$ cat src/hdl/omc_pkg.sv
// Purpose: shared constants and types of the operating-mode controller
// Assumes: 10 MHz system clock, one clock domain
// Notes:   long counts are mirrored as top-level parameters for simulation
//
// Functional notes
// - power-on reset always lands in init mode
// - watchdog starts long window at reset release
// - init: regulator on, switches drivers cyclics off
// - init transceivers off unless development mode latched
// - frozen settings keep last normal/init values
// - normal: regulator active, supervision enabled
// - normal accepts watchdog configuration writes
// - normal lets writes set high-side switches
// - normal lets writes set bridge and pump
// - normal lets writes set can and lin
// - cyclic sense: switches, wake inputs, timer/sync
// - cyclic wake paced by either cyclic timer
// - stop puts regulator into low-power, still on
// - stop ignores writes and flags write failure
// - stop still allows normal, reset, refresh, clear
// - stop wake/brake events may raise interrupt
// - stop events never change the mode
// - stop: bridge and pump off, rest frozen
// - development mode reports watchdog failure, no reset
package omc_pkg;

  // clock and times, each time in milliseconds
  localparam int unsigned CLK_HZ         = 10_000_000; // system clock rate
  localparam int unsigned CYC_PER_MS     = CLK_HZ / 1000;
  localparam int unsigned LW_TIME_MS     = 200;        // long open window
  localparam int unsigned LW_CYCLES      = LW_TIME_MS * CYC_PER_MS;
  localparam int unsigned RD_TIME_MS     = 10;         // reset output delay
  localparam int unsigned RD_CYCLES      = RD_TIME_MS * CYC_PER_MS;
  localparam int unsigned WD_BASE_MS     = 10;         // watchdog period step
  localparam int unsigned WD_BASE_CYCLES = WD_BASE_MS * CYC_PER_MS;
  localparam int          CNT_W          = 24;         // timer counter width

  // operating modes, one-hot
  typedef enum logic [2:0] {
    OMC_INIT   = 3'h1,
    OMC_NORMAL = 3'h2,
    OMC_STOP   = 3'h4
  } omc_mode_e;

  // decoded serial-interface write classes
  typedef enum logic [2:0] {
    OMC_OP_MODE     = 3'h0, // mode field write
    OMC_OP_SOFT_RST = 3'h1, // soft reset
    OMC_OP_WD_REFR  = 3'h2, // watchdog refresh
    OMC_OP_STAT_CLR = 3'h3, // read and clear status
    OMC_OP_CONFIG   = 3'h4  // any configuration write
  } omc_op_e;

  // mode field values
  localparam logic [1:0] REQ_NORMAL = 2'h1;
  localparam logic [1:0] REQ_STOP   = 2'h2;

  // configuration word layout
  localparam int          CFG_W      = 16;
  localparam int          CFG_HS     = 0;  // 4 bits high-side enables
  localparam int          CFG_BD     = 4;
  localparam int          CFG_CP     = 5;
  localparam int          CFG_CAN    = 6;
  localparam int          CFG_LIN    = 7;
  localparam int          CFG_CS_EN  = 8;
  localparam int          CFG_CS_SRC = 9;  // 2 bits: 0 timer a, 1 timer b, 2 sync
  localparam int          CFG_CW_EN  = 11;
  localparam int          CFG_CW_SRC = 12; // 0 timer a, 1 timer b
  localparam int          CFG_WD     = 13; // 2 bits period code
  localparam logic [15:0] CFG_RST    = 16'h0000;

  // interrupt event vector
  localparam int EV_W  = 6;
  localparam int EV_WD = 5; // watchdog failure in development mode

endpackage

$ cat src/hdl/omc_watchdog.sv
// Purpose: watchdog timer with long open window and timeout
// Assumes: enable high only while the reset output is released
// Notes:   expiry reloads the long window so a stuck host is re-reported
`timescale 1ns/10ps
`default_nettype none
module omc_watchdog #(
  parameter int unsigned LW_CYC   = omc_pkg::LW_CYCLES,      // long window
  parameter int unsigned BASE_CYC = omc_pkg::WD_BASE_CYCLES  // period step
) (
  input  wire logic       clock,       // system clock
  input  wire logic       reset,       // async, active high
  input  wire logic       enable,      // reset output released
  input  wire logic       restart,     // soft reset restart pulse
  input  wire logic       refresh,     // refresh pulse
  input  wire logic [1:0] period_code, // frozen period setting
  output logic            fail,        // expiry pulse
  output logic            long_win     // long open window active
);
  logic [omc_pkg::CNT_W-1:0] cnt_q;    // remaining cycles
  logic                      long_q;   // long window flag
  wire  [omc_pkg::CNT_W-1:0] lw_load  = omc_pkg::CNT_W'(LW_CYC - 1);
  wire  [omc_pkg::CNT_W-1:0] per_load =
    omc_pkg::CNT_W'(BASE_CYC * (int'(period_code) + 1) - 1);
  wire                       expired  = enable && !restart && !refresh && cnt_q == '0;

  // held in the long window until released; a refresh opens a normal period
  always_ff @(posedge clock or posedge reset) begin
    if (reset) begin
      cnt_q  <= '0;
      long_q <= 1'b1;
    end else if (!enable || restart || expired) begin
      cnt_q  <= lw_load;
      long_q <= 1'b1;
    end else if (refresh) begin
      cnt_q  <= per_load;
      long_q <= 1'b0;
    end else begin
      cnt_q  <= cnt_q - 1'b1;
    end
  end

  assign fail     = expired;
  assign long_win = long_q;
endmodule
`default_nettype wire

$ cat src/hdl/omc_irq.sv
// Purpose: sticky event flags gated by mask onto the interrupt pin
// Assumes: clear is a one-cycle pulse from a status clear write
// Notes:   a new event in the clear cycle survives the clear
`timescale 1ns/10ps
`default_nettype none
module omc_irq (
  input  wire logic                  clock,  // system clock
  input  wire logic                  reset,  // async, active high
  input  wire logic [omc_pkg::EV_W-1:0] events, // event pulses
  input  wire logic [omc_pkg::EV_W-1:0] mask,   // 1 lets a flag through
  input  wire logic                  clear,  // clear all flags
  output logic                       int_n,  // interrupt, active low
  output logic [omc_pkg::EV_W-1:0]   pend    // pending flags
);
  logic [omc_pkg::EV_W-1:0] pend_q;  // sticky flags

  // set wins over clear
  always_ff @(posedge clock or posedge reset) begin
    if (reset) pend_q <= '0;
    else       pend_q <= (clear ? '0 : pend_q) | events;
  end

  assign pend  = pend_q;
  assign int_n = ~|(pend_q & mask);
endmodule
`default_nettype wire

$ cat src/hdl/omc_top.sv
// Purpose: operating-mode controller for init, normal and stop modes
// Assumes: serial writes arrive already decoded as one-cycle commands
// Notes:   subsystem enables are decoded from mode and frozen setting flops
`timescale 1ns/10ps
`default_nettype none
module omc_top #(
  parameter int unsigned LW_CYC   = omc_pkg::LW_CYCLES,      // long window
  parameter int unsigned RD_CYC   = omc_pkg::RD_CYCLES,      // reset delay
  parameter int unsigned BASE_CYC = omc_pkg::WD_BASE_CYCLES  // wd step
) (
  input  wire logic        clock,              // 10 MHz clock
  input  wire logic        reset,              // power-on reset, async high
  input  wire logic        test_pin_n,         // development strap, low = dev
  input  wire logic        cmd_valid,          // decoded write pulse
  input  wire logic [2:0]  cmd_op,             // write class
  input  wire logic [1:0]  cmd_mode,           // mode field
  input  wire logic [15:0] cmd_data,           // configuration word
  input  wire logic [4:0]  wake_events,        // can,lin,wake,park,ov pulses
  input  wire logic [5:0]  irq_mask,           // interrupt mask
  output logic             reset_out_n,        // reset output, active low
  output logic             int_n,              // interrupt output, active low
  output logic [2:0]       mode,               // one-hot mode
  output logic             main_regulator_on,  // regulator enabled
  output logic             main_regulator_lp,  // regulator low-power
  output logic             supervision_en,     // monitors enabled
  output logic [3:0]       high_side_switches, // switch enables
  output logic             bridge_driver_en,   // bridge driver enable
  output logic             charge_pump_en,     // charge pump enable
  output logic             can_en,             // can transceiver on
  output logic             lin_en,             // lin transceiver on
  output logic             cyc_sense_en,       // cyclic sense on
  output logic [1:0]       cyc_sense_src,      // sense pacing source
  output logic             cyc_wake_en,        // cyclic wake on
  output logic             cyc_wake_src,       // wake pacing timer
  output logic             wd_long_window,     // watchdog in long window
  output logic             spi_fail,           // write-failure flag
  output logic             sw_dev_mode         // development mode latched
);
  // state
  omc_pkg::omc_mode_e         mode_q, mode_d;  // operating mode
  logic [omc_pkg::CFG_W-1:0]  cfg_q;           // stored settings
  logic [omc_pkg::CNT_W-1:0]  rd_cnt_q;        // reset delay counter
  logic                       rel_q;           // reset output released
  logic                       rel_prev_q;      // release seen last cycle
  logic                       dev_q;           // development mode latched
  logic                       strap_open_q;    // strap window still open
  logic                       fail_q;          // write-failure flag

  // decoded command strobes
  wire op_mode  = cmd_valid && cmd_op == omc_pkg::OMC_OP_MODE;
  wire op_srst  = cmd_valid && cmd_op == omc_pkg::OMC_OP_SOFT_RST;
  wire op_refr  = cmd_valid && cmd_op == omc_pkg::OMC_OP_WD_REFR;
  wire op_clr   = cmd_valid && cmd_op == omc_pkg::OMC_OP_STAT_CLR;
  wire op_cfg   = cmd_valid && cmd_op == omc_pkg::OMC_OP_CONFIG;
  wire in_init  = mode_q == omc_pkg::OMC_INIT;
  wire in_norm  = mode_q == omc_pkg::OMC_NORMAL;
  wire in_stop  = mode_q == omc_pkg::OMC_STOP;
  wire req_norm = op_mode && cmd_mode == omc_pkg::REQ_NORMAL;
  wire req_stop = op_mode && cmd_mode == omc_pkg::REQ_STOP;

  // a write is accepted unless stop filters it; allowed ones pass in stop
  wire stop_ok  = req_norm || op_srst || op_refr || op_clr;
  wire refused  = in_stop && cmd_valid && !stop_ok;
  wire cfg_wr   = op_cfg && (in_norm || in_init);

  // watchdog failure either resets the host or only interrupts it
  wire wd_fail;
  wire wd_reset = wd_fail && !dev_q;
  wire [omc_pkg::EV_W-1:0] events;
  wire [omc_pkg::CNT_W-1:0] rd_last = omc_pkg::CNT_W'(RD_CYC - 1);

  // stop-mode detections only count while in stop
  assign events = {wd_fail && dev_q, in_stop ? wake_events : 5'h00};

  // next mode: wake events are absent from this equation on purpose
  always_comb begin
    mode_d = mode_q;
    case (mode_q)
      omc_pkg::OMC_INIT: begin
        if (req_norm)      mode_d = omc_pkg::OMC_NORMAL;
        else if (req_stop) mode_d = omc_pkg::OMC_STOP;
      end
      omc_pkg::OMC_NORMAL: begin
        if (req_stop)      mode_d = omc_pkg::OMC_STOP;
      end
      omc_pkg::OMC_STOP: begin
        if (req_norm)      mode_d = omc_pkg::OMC_NORMAL;
      end
      default:             mode_d = omc_pkg::OMC_INIT;
    endcase
    if (op_srst || wd_reset) mode_d = omc_pkg::OMC_INIT;
  end

  // mode register; power-on reset lands in init
  always_ff @(posedge clock or posedge reset) begin
    if (reset) mode_q <= omc_pkg::OMC_INIT;
    else       mode_q <= mode_d;
  end

  // settings: written in init or normal, frozen elsewhere
  always_ff @(posedge clock or posedge reset) begin
    if (reset)        cfg_q <= omc_pkg::CFG_RST;
    else if (op_srst) cfg_q <= omc_pkg::CFG_RST;
    else if (cfg_wr)  cfg_q <= cmd_data;
  end

  // reset output: held low for the reset delay, also after a wd reset
  always_ff @(posedge clock or posedge reset) begin
    if (reset) begin
      rd_cnt_q <= '0;
      rel_q    <= 1'b0;
    end else if (wd_reset) begin
      rd_cnt_q <= '0;
      rel_q    <= 1'b0;
    end else if (!rel_q) begin
      rd_cnt_q <= rd_cnt_q + 1'b1;
      rel_q    <= rd_cnt_q == rd_last;
    end
  end

  // release edge history, used to open the strap window
  always_ff @(posedge clock or posedge reset) begin
    if (reset) rel_prev_q <= 1'b0;
    else       rel_prev_q <= rel_q;
  end

  // development strap: first command from the second cycle after power-up release decides it;
  // a later wd reset does not reopen the window, only power-on does
  always_ff @(posedge clock or posedge reset) begin
    if (reset) begin
      dev_q        <= 1'b0;
      strap_open_q <= 1'b1;
    end else if (strap_open_q && rel_prev_q && cmd_valid) begin
      dev_q        <= in_init && !test_pin_n;
      strap_open_q <= 1'b0;
    end else if (strap_open_q && !in_init) begin
      strap_open_q <= 1'b0;
    end
  end

  // write-failure flag: set wins over clear
  always_ff @(posedge clock or posedge reset) begin
    if (reset)        fail_q <= 1'b0;
    else if (refused) fail_q <= 1'b1;
    else if (op_clr)  fail_q <= 1'b0;
  end

  // watchdog: runs from release, refresh accepted in every mode
  omc_watchdog #(
    .LW_CYC   (LW_CYC),
    .BASE_CYC (BASE_CYC)
  ) u_wd (
    .clock       (clock),
    .reset       (reset),
    .enable      (rel_q),
    .restart     (op_srst),
    .refresh     (op_refr),
    .period_code (cfg_q[omc_pkg::CFG_WD +: 2]),
    .fail        (wd_fail),
    .long_win    (wd_long_window)
  );

  // interrupt flags, cleared by the status clear write
  omc_irq u_irq (
    .clock  (clock),
    .reset  (reset),
    .events (events),
    .mask   (irq_mask),
    .clear  (op_clr),
    .int_n  (int_n),
    .pend   ()
  );

  // subsystem enables decoded from mode and frozen settings
  wire live = in_norm || in_stop; // modes that use stored settings
  assign main_regulator_on  = 1'b1;
  assign main_regulator_lp  = in_stop;
  assign supervision_en     = in_norm;
  assign high_side_switches = live ? cfg_q[omc_pkg::CFG_HS +: 4] : 4'h0;
  assign bridge_driver_en   = in_norm && cfg_q[omc_pkg::CFG_BD];
  assign charge_pump_en     = in_norm && cfg_q[omc_pkg::CFG_CP];
  assign can_en = in_init ? dev_q : cfg_q[omc_pkg::CFG_CAN];
  assign lin_en = in_init ? dev_q : cfg_q[omc_pkg::CFG_LIN];
  assign cyc_sense_en  = live && cfg_q[omc_pkg::CFG_CS_EN];
  assign cyc_sense_src = cfg_q[omc_pkg::CFG_CS_SRC +: 2];
  assign cyc_wake_en   = live && cfg_q[omc_pkg::CFG_CW_EN];
  assign cyc_wake_src  = cfg_q[omc_pkg::CFG_CW_SRC];
  assign reset_out_n   = rel_q;
  assign mode          = mode_q;
  assign spi_fail      = fail_q;
  assign sw_dev_mode   = dev_q;
endmodule
`default_nettype wire

$ cat config.mk
export PLATFORM = sky130hd
export DESIGN_NAME = omc_top
export DESIGN_NICKNAME = d
export VERILOG_FILES = /design/src/hdl/omc_pkg.sv /design/src/hdl/omc_watchdog.sv /design/src/hdl/omc_irq.sv /design/src/hdl/omc_top.sv
export SDC_FILE = /design/constraint.sdc
export NUM_CORES = 1
export LEC_CHECK = 0
export BUFFER_PORTS_ARGS = -buffer_cell sky130_fd_sc_hd__buf_2
export CAP_MARGIN = 20
export CORE_ASPECT_RATIO = 0.6
export CORE_MARGIN = 3
export CORE_UTILIZATION = 62
export DETAILED_ROUTE_END_ITERATION = 8
export GPL_ROUTABILITY_DRIVEN = 0
export PLACE_DENSITY = 0.85
export SLEW_MARGIN = 20
export SYNTH_ARGS = -nofsm -noshare
export SYNTH_HDL_FRONTEND = slang
export SYNTH_HIERARCHICAL = 1
export SYNTH_SLANG_ARGS = --single-unit
$ cat constraint.sdc
create_clock -name clock -period 6.35 [get_ports clock]
set_clock_uncertainty 0.2 [all_clocks]
set_input_delay 0.3175 -clock clock [delete_from_list [all_inputs] [get_ports clock]]
set_output_delay 0.3175 -clock clock [all_outputs]
set_load 0.005 [all_outputs]
==> run metrics, run 1 <==
row count 23; H-tree level count 3; Cells after DPL 579; crit path capture type flip-flop; sw power 0.3711 mW; cts bufs inserted 9; WL final 11,180 microns; HP Start cmd_data[5]; Final setup viols 0; Overall Power around 1.3 mW; leakage 2.257 nW; core region area 0.006763 sq mm; fin crit period 3.063 ns; Ys Warns 6; worst hold path endpoint cfg_q[5]; pwr dens 261.7 mW/mm^2; Storage cell area roughly 0.0020 sq mm; max-cap violation count 0; wire per inst 18.66 microns; Synth async-reset ratio 100.0%; Worst Setup SP u_wd/cnt_q[4]; Syn-to-layout area delta 15.30%; clk_lat worst skew around 0.33 ns; die width 114.8 microns; Hold WC Path Type in -> reg; layout cells sized above 1 18.36%; Synth Flop Type dfrtp_1; initial antenna violation count 0; placed cell area ~0.0047 sq mm; Sequential Power Share between 40% and 50%; Post-synth EDFFs 0; Initial Util roughly two thirds; first-pass GRT wire length 18,420 microns; DRC 0; DR vias 3,846; largest net degree at the start of global routing 48; Min-Delay Path Depth 2; Final WS setup 3.287 ns; status complete, no violations; number of vias per cell between 6 and 7; Yosys top cell by area dfrtp_1; CP Cell Sequence nor4_4, nand4b_1, and4b_1, nor2b_2, or4_1, nand2_1; post-route clock period utilization 48.24%; synth cell count leaders 75 x dfrtp_1, 33 x nand2_1, 31 x nor2_1; Slew HR 27.24%; vias in the first global route about 3.7k; WS Path Type reg -> reg; I/O Buffers 57; max-slew violations 0; clk root buf clkbuf_16; WP data required 6.36 ns; GRT Total Usage 28.80%; endpoints failing hold 0; most frequent cell after synthesis dfrtp_1; Max Root-Sink Buffers 2; worst slack at placement 3.280 ns; area used by multi-input combinational logic between 0.002 and 0.0025 sq mm; Reg2Reg Setup Slack around 3.3 ns; clock power share around 38%; Worst Max-Slew Pin Slew roughly 1.1 ns; cell area after layout around 0.0051 sq mm; cells on worst reg2reg path 6; Peak VDD IR 0.1849 mV; I/O Pins 60; Worst setup SP type flip-flop; Iteration-0 DRC Markers 408; dpl hpwl 7983 microns; instance count of the mapped netlist ~450; RSZ-0062 raised after global routing false; internal power 0.9566 mW; crit path buf inv count 0; TritonRoute pass-1 iters 5; slowest stage delay, CP 0.83 ns; Clk pin slew, worst setup/hold paths around 0.06 ns; post-synthesis cell area 0.004400 sq mm; synthesized flop and latch total 78; DIE HEIGHT 71.26 microns; CTS tree built; Mean Syn Cell Area 9.801 sq um; Arr. time, crit path just over 3 ns; diode count 0; top area cells in the synthesized netlist dfrtp_1 43%, xnor2_1 4.0%, xor2_1 3.2%, ha_1 3.1%, a22o_1 3.0%; Final Non-Filler Cells 599; CP max-delay cell nor2b_2; DRT antenna net count 0; reg2reg end rd_cnt_q[11]; maximum fanout along the worst path 24; fillers 439; reg2reg start u_wd/cnt_q[4]; GRT Residual Overflow 0; NumNets Final about 550; cell family with most CP delay simple AND/OR/NAND/NOR gates; sw frac 27.95%; final setup TNS 0 ns; Sink Count 78; total die area roughly 0.0082 sq mm; Yosys top cell area share 42.65%; max frequency approximately 330 MHz; Syn Nets 496; Unique masters post-synth 65; Combinational Power Share 16.0%; Seq/Total Area, Yosys 44.44%
==> worst register-to-register path, stage by stage, from the launching register on <==
cell and delay (ns):
dfrtp_1 0.43, nor4_4 0.42, nand4b_1 0.35, and4b_1 0.44
nor2b_2 0.83, or4_1 0.23, nand2_1 0.05
==> power groups by stage <==
stage / logic (mW) / clock network, mW / registers (mW)
after floorplan: 0.158 / 0 / 0.604
after global placement: 0.197 / 0 / 0.614
after detailed placement: 0.208 / 0 / 0.617
after CTS: 0.210 / 0.510 / 0.610
after global routing: 0.235 / 0.532 / 0.619
final: 0.213 / 0.504 / 0.612
==> layout by cell type, fill, tap and decap left out, types with 9 or more instances in the layout <==
cell type,n
xnor2_1,20
nor2b_1,12
or4_1,11
or3_1,9
dfrtp_1,75
a21oi_1,22
clkbuf_16,9
nor4_1,13
buf_2,57
inv_1,12
and2_1,10
o21ai_0,13
nor2_1,31
nand3_1,14
xor2_1,16
ha_1,11
a22o_1,15
nand2_1,33
a21o_1,9
==> metrics by stage <==
| stage | hold slack (ns) | util [%] |
|---|---|---|
| 6_report | 0.008494 | 75.02 |
| 5_1_grt | 0.008565 | 75.02 |
| 4_1_cts | 0.0009454 | 74.88 |
| 3_5_place_dp | 0.06423 | 70.10 |
| 3_3_place_gp | 0.05931 | 69.99 |
| 2_1_floorplan | -0.09154 | - |
==> area by class of cell <==
type	instances	share of cell area, %
Multi-Input combinational cell	341	45.72
Sequential cell	78	38.55
Timing Repair Buffer	64	6.856
Clock buffer	11	4.587
Tap cell	87	2.145
Clock inverter	5	1.184
Inverter	13	0.9618
==> sequential cells by signal (all words and copies together), names as in the netlist <==
name and flops:
rd_cnt_q 24, u_wd/cnt_q 24, cfg_q 15, u_irq/pend 6, mode 3, rel_prev_q 1
reset_out_n 1, spi_fail 1, strap_open_q 1, sw_dev_mode 1, u_wd/long_win 1
==> metal layers <==
metal / routed length [microns] / vias to the layer above / GRT usage, % / share of wire (%)
met5: 0 / - / 0 / 0
met4: 106 / 0 / 8.333 / 0.95
met3: 1228 / 15 / 10.55 / 11
met2: 4849 / 222 / 41.78 / 43
met1: 4993 / 1847 / 41.11 / 45
li1: - / 1762 / - / -
==> worst max path at each step <==
stage / endpoint / slack [ns] / cells past startpoint
2_1_floorplan: rd_cnt_q[12] / 3.93 / 10
3_5_place_dp: rd_cnt_q[11] / 3.28 / 9
6_report: rd_cnt_q[11] / 3.29 / 6
4_1_cts: high_side_switches[1] / 3.37 / 4
5_1_grt: cyc_wake_en / 3.08 / 4
3_3_place_gp: rd_cnt_q[11] / 3.32 / 9
==> kinds of logic after synthesis <==
family | Yosys count | synth area share (%)
buffers and inverters | 30 | 3.042
AND/OR/NAND/NOR | 196 | 26.76
multiplexers | 5 | 1.194
XOR/XNOR | 36 | 7.165
adder cells (fa/ha/maj) | 11 | 3.128
flip-flops | 78 | 44.44
other | 1 | 0.08522
AO/OA/AOI/OAI | 92 | 14.19
==> timing repair <==
action | 4_1_cts | 5_1_grt
resized for setup | 0 | 0
endpoints found under the hold margin | 8 | 1
endpoints found under the setup margin | 0 | 0
hold buffers | 3 | 1
setup buffers | 0 | 0
Power figures use the tool's default switching activity.
==> run 2, diff against run 1 <==
--- a/config.mk
+++ b/config.mk
@@ -5,14 +5,15 @@
 export SDC_FILE = /design/constraint.sdc
 export NUM_CORES = 1
 export LEC_CHECK = 0
+export ABC_AREA = 1
 export BUFFER_PORTS_ARGS = -buffer_cell sky130_fd_sc_hd__buf_2
 export CAP_MARGIN = 20
 export CORE_ASPECT_RATIO = 0.6
 export CORE_MARGIN = 3
-export CORE_UTILIZATION = 62
+export CORE_UTILIZATION = 53
 export DETAILED_ROUTE_END_ITERATION = 8
 export GPL_ROUTABILITY_DRIVEN = 0
-export PLACE_DENSITY = 0.85
+export PLACE_DENSITY = 0.77
 export SLEW_MARGIN = 20
 export SYNTH_ARGS = -nofsm -noshare
 export SYNTH_HDL_FRONTEND = slang
==> constraint.sdc (replaced) <==
create_clock -name clock -period 2.5 [get_ports clock]
set_clock_uncertainty 0.2 [all_clocks]
set_input_delay 0.125 -clock clock [delete_from_list [all_inputs] [get_ports clock]]
set_output_delay 0.125 -clock clock [all_outputs]
set_load 0.005 [all_outputs]
==> run 2 against run 1 <==
  * Flip-flop and latch count unchanged
  * Routed wire length increased by 20%
  * Synthesized area increased by 13%
  * Via count increased by 31%
  * Critical path type is now in -> reg
  * Critical endpoint is now mode[1]
  * Largest power group unchanged
==> run metrics, run 2 <==
status complete, no violations; Initial Util around 56%; layout cells sized above 1 17.91%; maximum fanout along the worst path 5; Iteration-0 DRC Markers 470; cell area after layout 0.006066 sq mm; commonest non-fill, non-tap cell in the layout nand2_1; sw frac 34.90%; clk_lat worst skew 0.34 ns; Synth async-reset ratio 100.0%; Syn-to-layout area delta 21.84%; TritonRoute pass-1 iters 5; largest net degree at the start of global routing 36; cells on worst reg2reg path 12; worst hold path endpoint mode[2]; Worst Max-Slew Pin Slew 0.6170 ns; Max Root-Sink Buffers 2; instance count of the mapped netlist 714; fin crit period 2.323 ns; max-cap violation count 0; most frequent cells in the layout 153 x nand2_1, 112 x nor2_1, 112 x inv_1; GRT Residual Overflow 0; crit path capture type flip-flop; Arr. time, crit path 2.36 ns; synth cell count leaders 154 x nand2_1, 116 x nor2_1, 114 x inv_1; Hold Slack 0.04310 ns; Mean Syn Cell Area roughly 7.0 sq um; wire per inst 14.27 microns; most frequent cell after synthesis nand2_1; met3 usage 7.921%; sw power 1.512 mW; Largest regs rd_cnt_q: 24 flops, u_wd/cnt_q: 24 flops, cfg_q: 15 flops; GR met2 Demand/Resource 40.24%; Yosys top cell by area dfrtp_1; post-route clock period utilization between 90 and 100%; clock power share 31.1%; DR vias 5,022; reg2reg end u_wd/cnt_q[11]; post-synthesis cell area 0.004979 sq mm; Hold WC Path Type in -> reg; GR Layer Usage met1 36.87%; leakage roughly 3 nW; Synth Flop Type dfrtp_1; CTS tree built; placed cell area 0.005420 sq mm; Cells after DPL 896; vias in the first global route 4,710; max frequency roughly 430 MHz; I/O Pins 60; diode count 0; fillers 697; max-slew violations 0; Yosys top cell area share 37.70%; Reg2Reg Setup Slack roughly 0.23 ns; I/O Buffers 57; Min-Delay Path Depth 6; Post-synth EDFFs 0; Syn Nets 761; HP Start cmd_op[2]; cts bufs inserted 9; total die area 0.01063 sq mm; endpoints failing hold 0; number of vias per cell 5.337; row count 26; Unique masters post-synth 37; WS Path Type in -> reg; Final WS setup 0.1771 ns; Sink Count between 70 and 80; Slew HR 58.71%; dpl hpwl 9532 microns; Combinational Power Share 29.6%; DRC 0; Peak VDD IR slightly above 0.4 mV; NumNets Final roughly 860; gr busiest metal met2; Sequential Power Share 39.3%; Ys Warns 6; clk root buf clkbuf_16; Seq/Total Area, Yosys between 30% and 40%; GRT Total Usage 26.26%; top area cells in the synthesized netlist dfrtp_1 38%, nand2_1 12%, nor2_1 8.7%, inv_1 8.6%, nand3_1 6.9%; Worst setup SP type primary input; first-pass GRT wire length 22,540 microns; die width between 100 and 150 microns; WP data required between 2 and 3 ns; synthesized flop and latch total 78; worst slack at placement between 0.1 and 0.15 ns; core region area between 0.008 and 0.009 sq mm; Final setup viols 0; H-tree level count 3; WL final 13,430 microns; initial antenna violation count 0; DRT antenna net count 0; internal power 2.821 mW; reg2reg start cfg_q[14]; Final Non-Filler Cells 941; DIE HEIGHT 81.08 microns; Clk pin slew, worst setup/hold paths 0.06 ns; pwr dens 714.4 mW/mm^2
[run 2: critical path: stages]
cell	delay [ns]
dlygate4sd3_1	0.52
buf_2	0.16
nand3_1	0.10
nor2_1	0.07
nor2_2	0.22
nand3_1	0.10
nor2_1	0.10
nand2_1	0.08
nor3_2	0.20
inv_1	0.10
nor2_4	0.13
inv_2	0.06
nand2_2	0.08
inv_1	0.05
o21ai_0	0.08
nor2_1	0.06
nand2_1	0.06
inv_1	0.04
[run 2: worst max path at each step]
stage,start,end,slack (ns),cells after the start
after floorplan,cfg_q[13],u_wd/cnt_q[11],0.20,12
after detailed placement,cfg_q[14],u_wd/cnt_q[11],0.15,13
after global routing,cmd_valid,mode[1],-0.02,18
after CTS,cmd_valid,mode[1],0.03,18
final,cmd_valid,mode[1],0.18,18
after global placement,cfg_q[14],u_wd/cnt_q[11],0.23,13
[run 2: repair_timing]
item                                    in CTS  in global routing
hold buffers                                28                  0
setup buffers                                0                  1
gates resized for setup                      0                 13
endpoints found under the hold margin       67                  0
endpoints found under the setup margin       0                 27
[run 2: logic make-up after synthesis]
logic type / count (synthesis) / share of synthesized area [%]
AND/OR/NAND/NOR: 405 / 36.89
buffers and inverters: 131 / 10.81
AO/OA/AOI/OAI: 83 / 9.299
flip-flops: 78 / 39.28
adder cells (fa/ha/maj): 11 / 2.764
XOR/XNOR: 5 / 0.8796
other: 1 / 0.07532
[run 2: stage by stage]
| stage | TNS (ns) | util, % | power, mW |
|---|---|---|---|
| final | 0 | 68.81 | 4.333 |
| after global routing | -0.02066 | 68.81 | 4.588 |
| after CTS | 0 | 68.17 | 4.255 |
| after detailed placement | 0 | 61.48 | 2.864 |
| after global placement | 0 | 61.48 | 2.794 |
| after floorplan | 0 | - | 2.506 |
[run 2: layout make-up]
| class | instances | area [sq um] | share of cell area (%) |
|---|---|---|---|
| well taps | 126 | 157.7 | 2.599 |
| multi-input cells | 505 | 2530 | 41.71 |
| inverters | 117 | 439.2 | 7.240 |
| flip-flops and latches | 78 | 1956 | 32.24 |
| clock buffers | 10 | 239.0 | 3.940 |
| repair buffers | 99 | 674.4 | 11.12 |
| clock inverters | 6 | 70.07 | 1.155 |
[run 2: routing by layer]
layer | vias up | wire length [microns]
li1 | 2447 | -
met5 | - | 0
met4 | 0 | 130
met1 | 2317 | 6192
met3 | 17 | 1410
met2 | 241 | 5696
[run 2: power by group through the flow]
stage | combinational [mW] | clock (mW) | sequential, mW
after floorplan | 0.831 | 0 | 1.68
after global placement | 1.09 | 0 | 1.71
after detailed placement | 1.15 | 0 | 1.71
after CTS | 1.20 | 1.36 | 1.69
after global routing | 1.44 | 1.42 | 1.73
final | 1.28 | 1.35 | 1.70
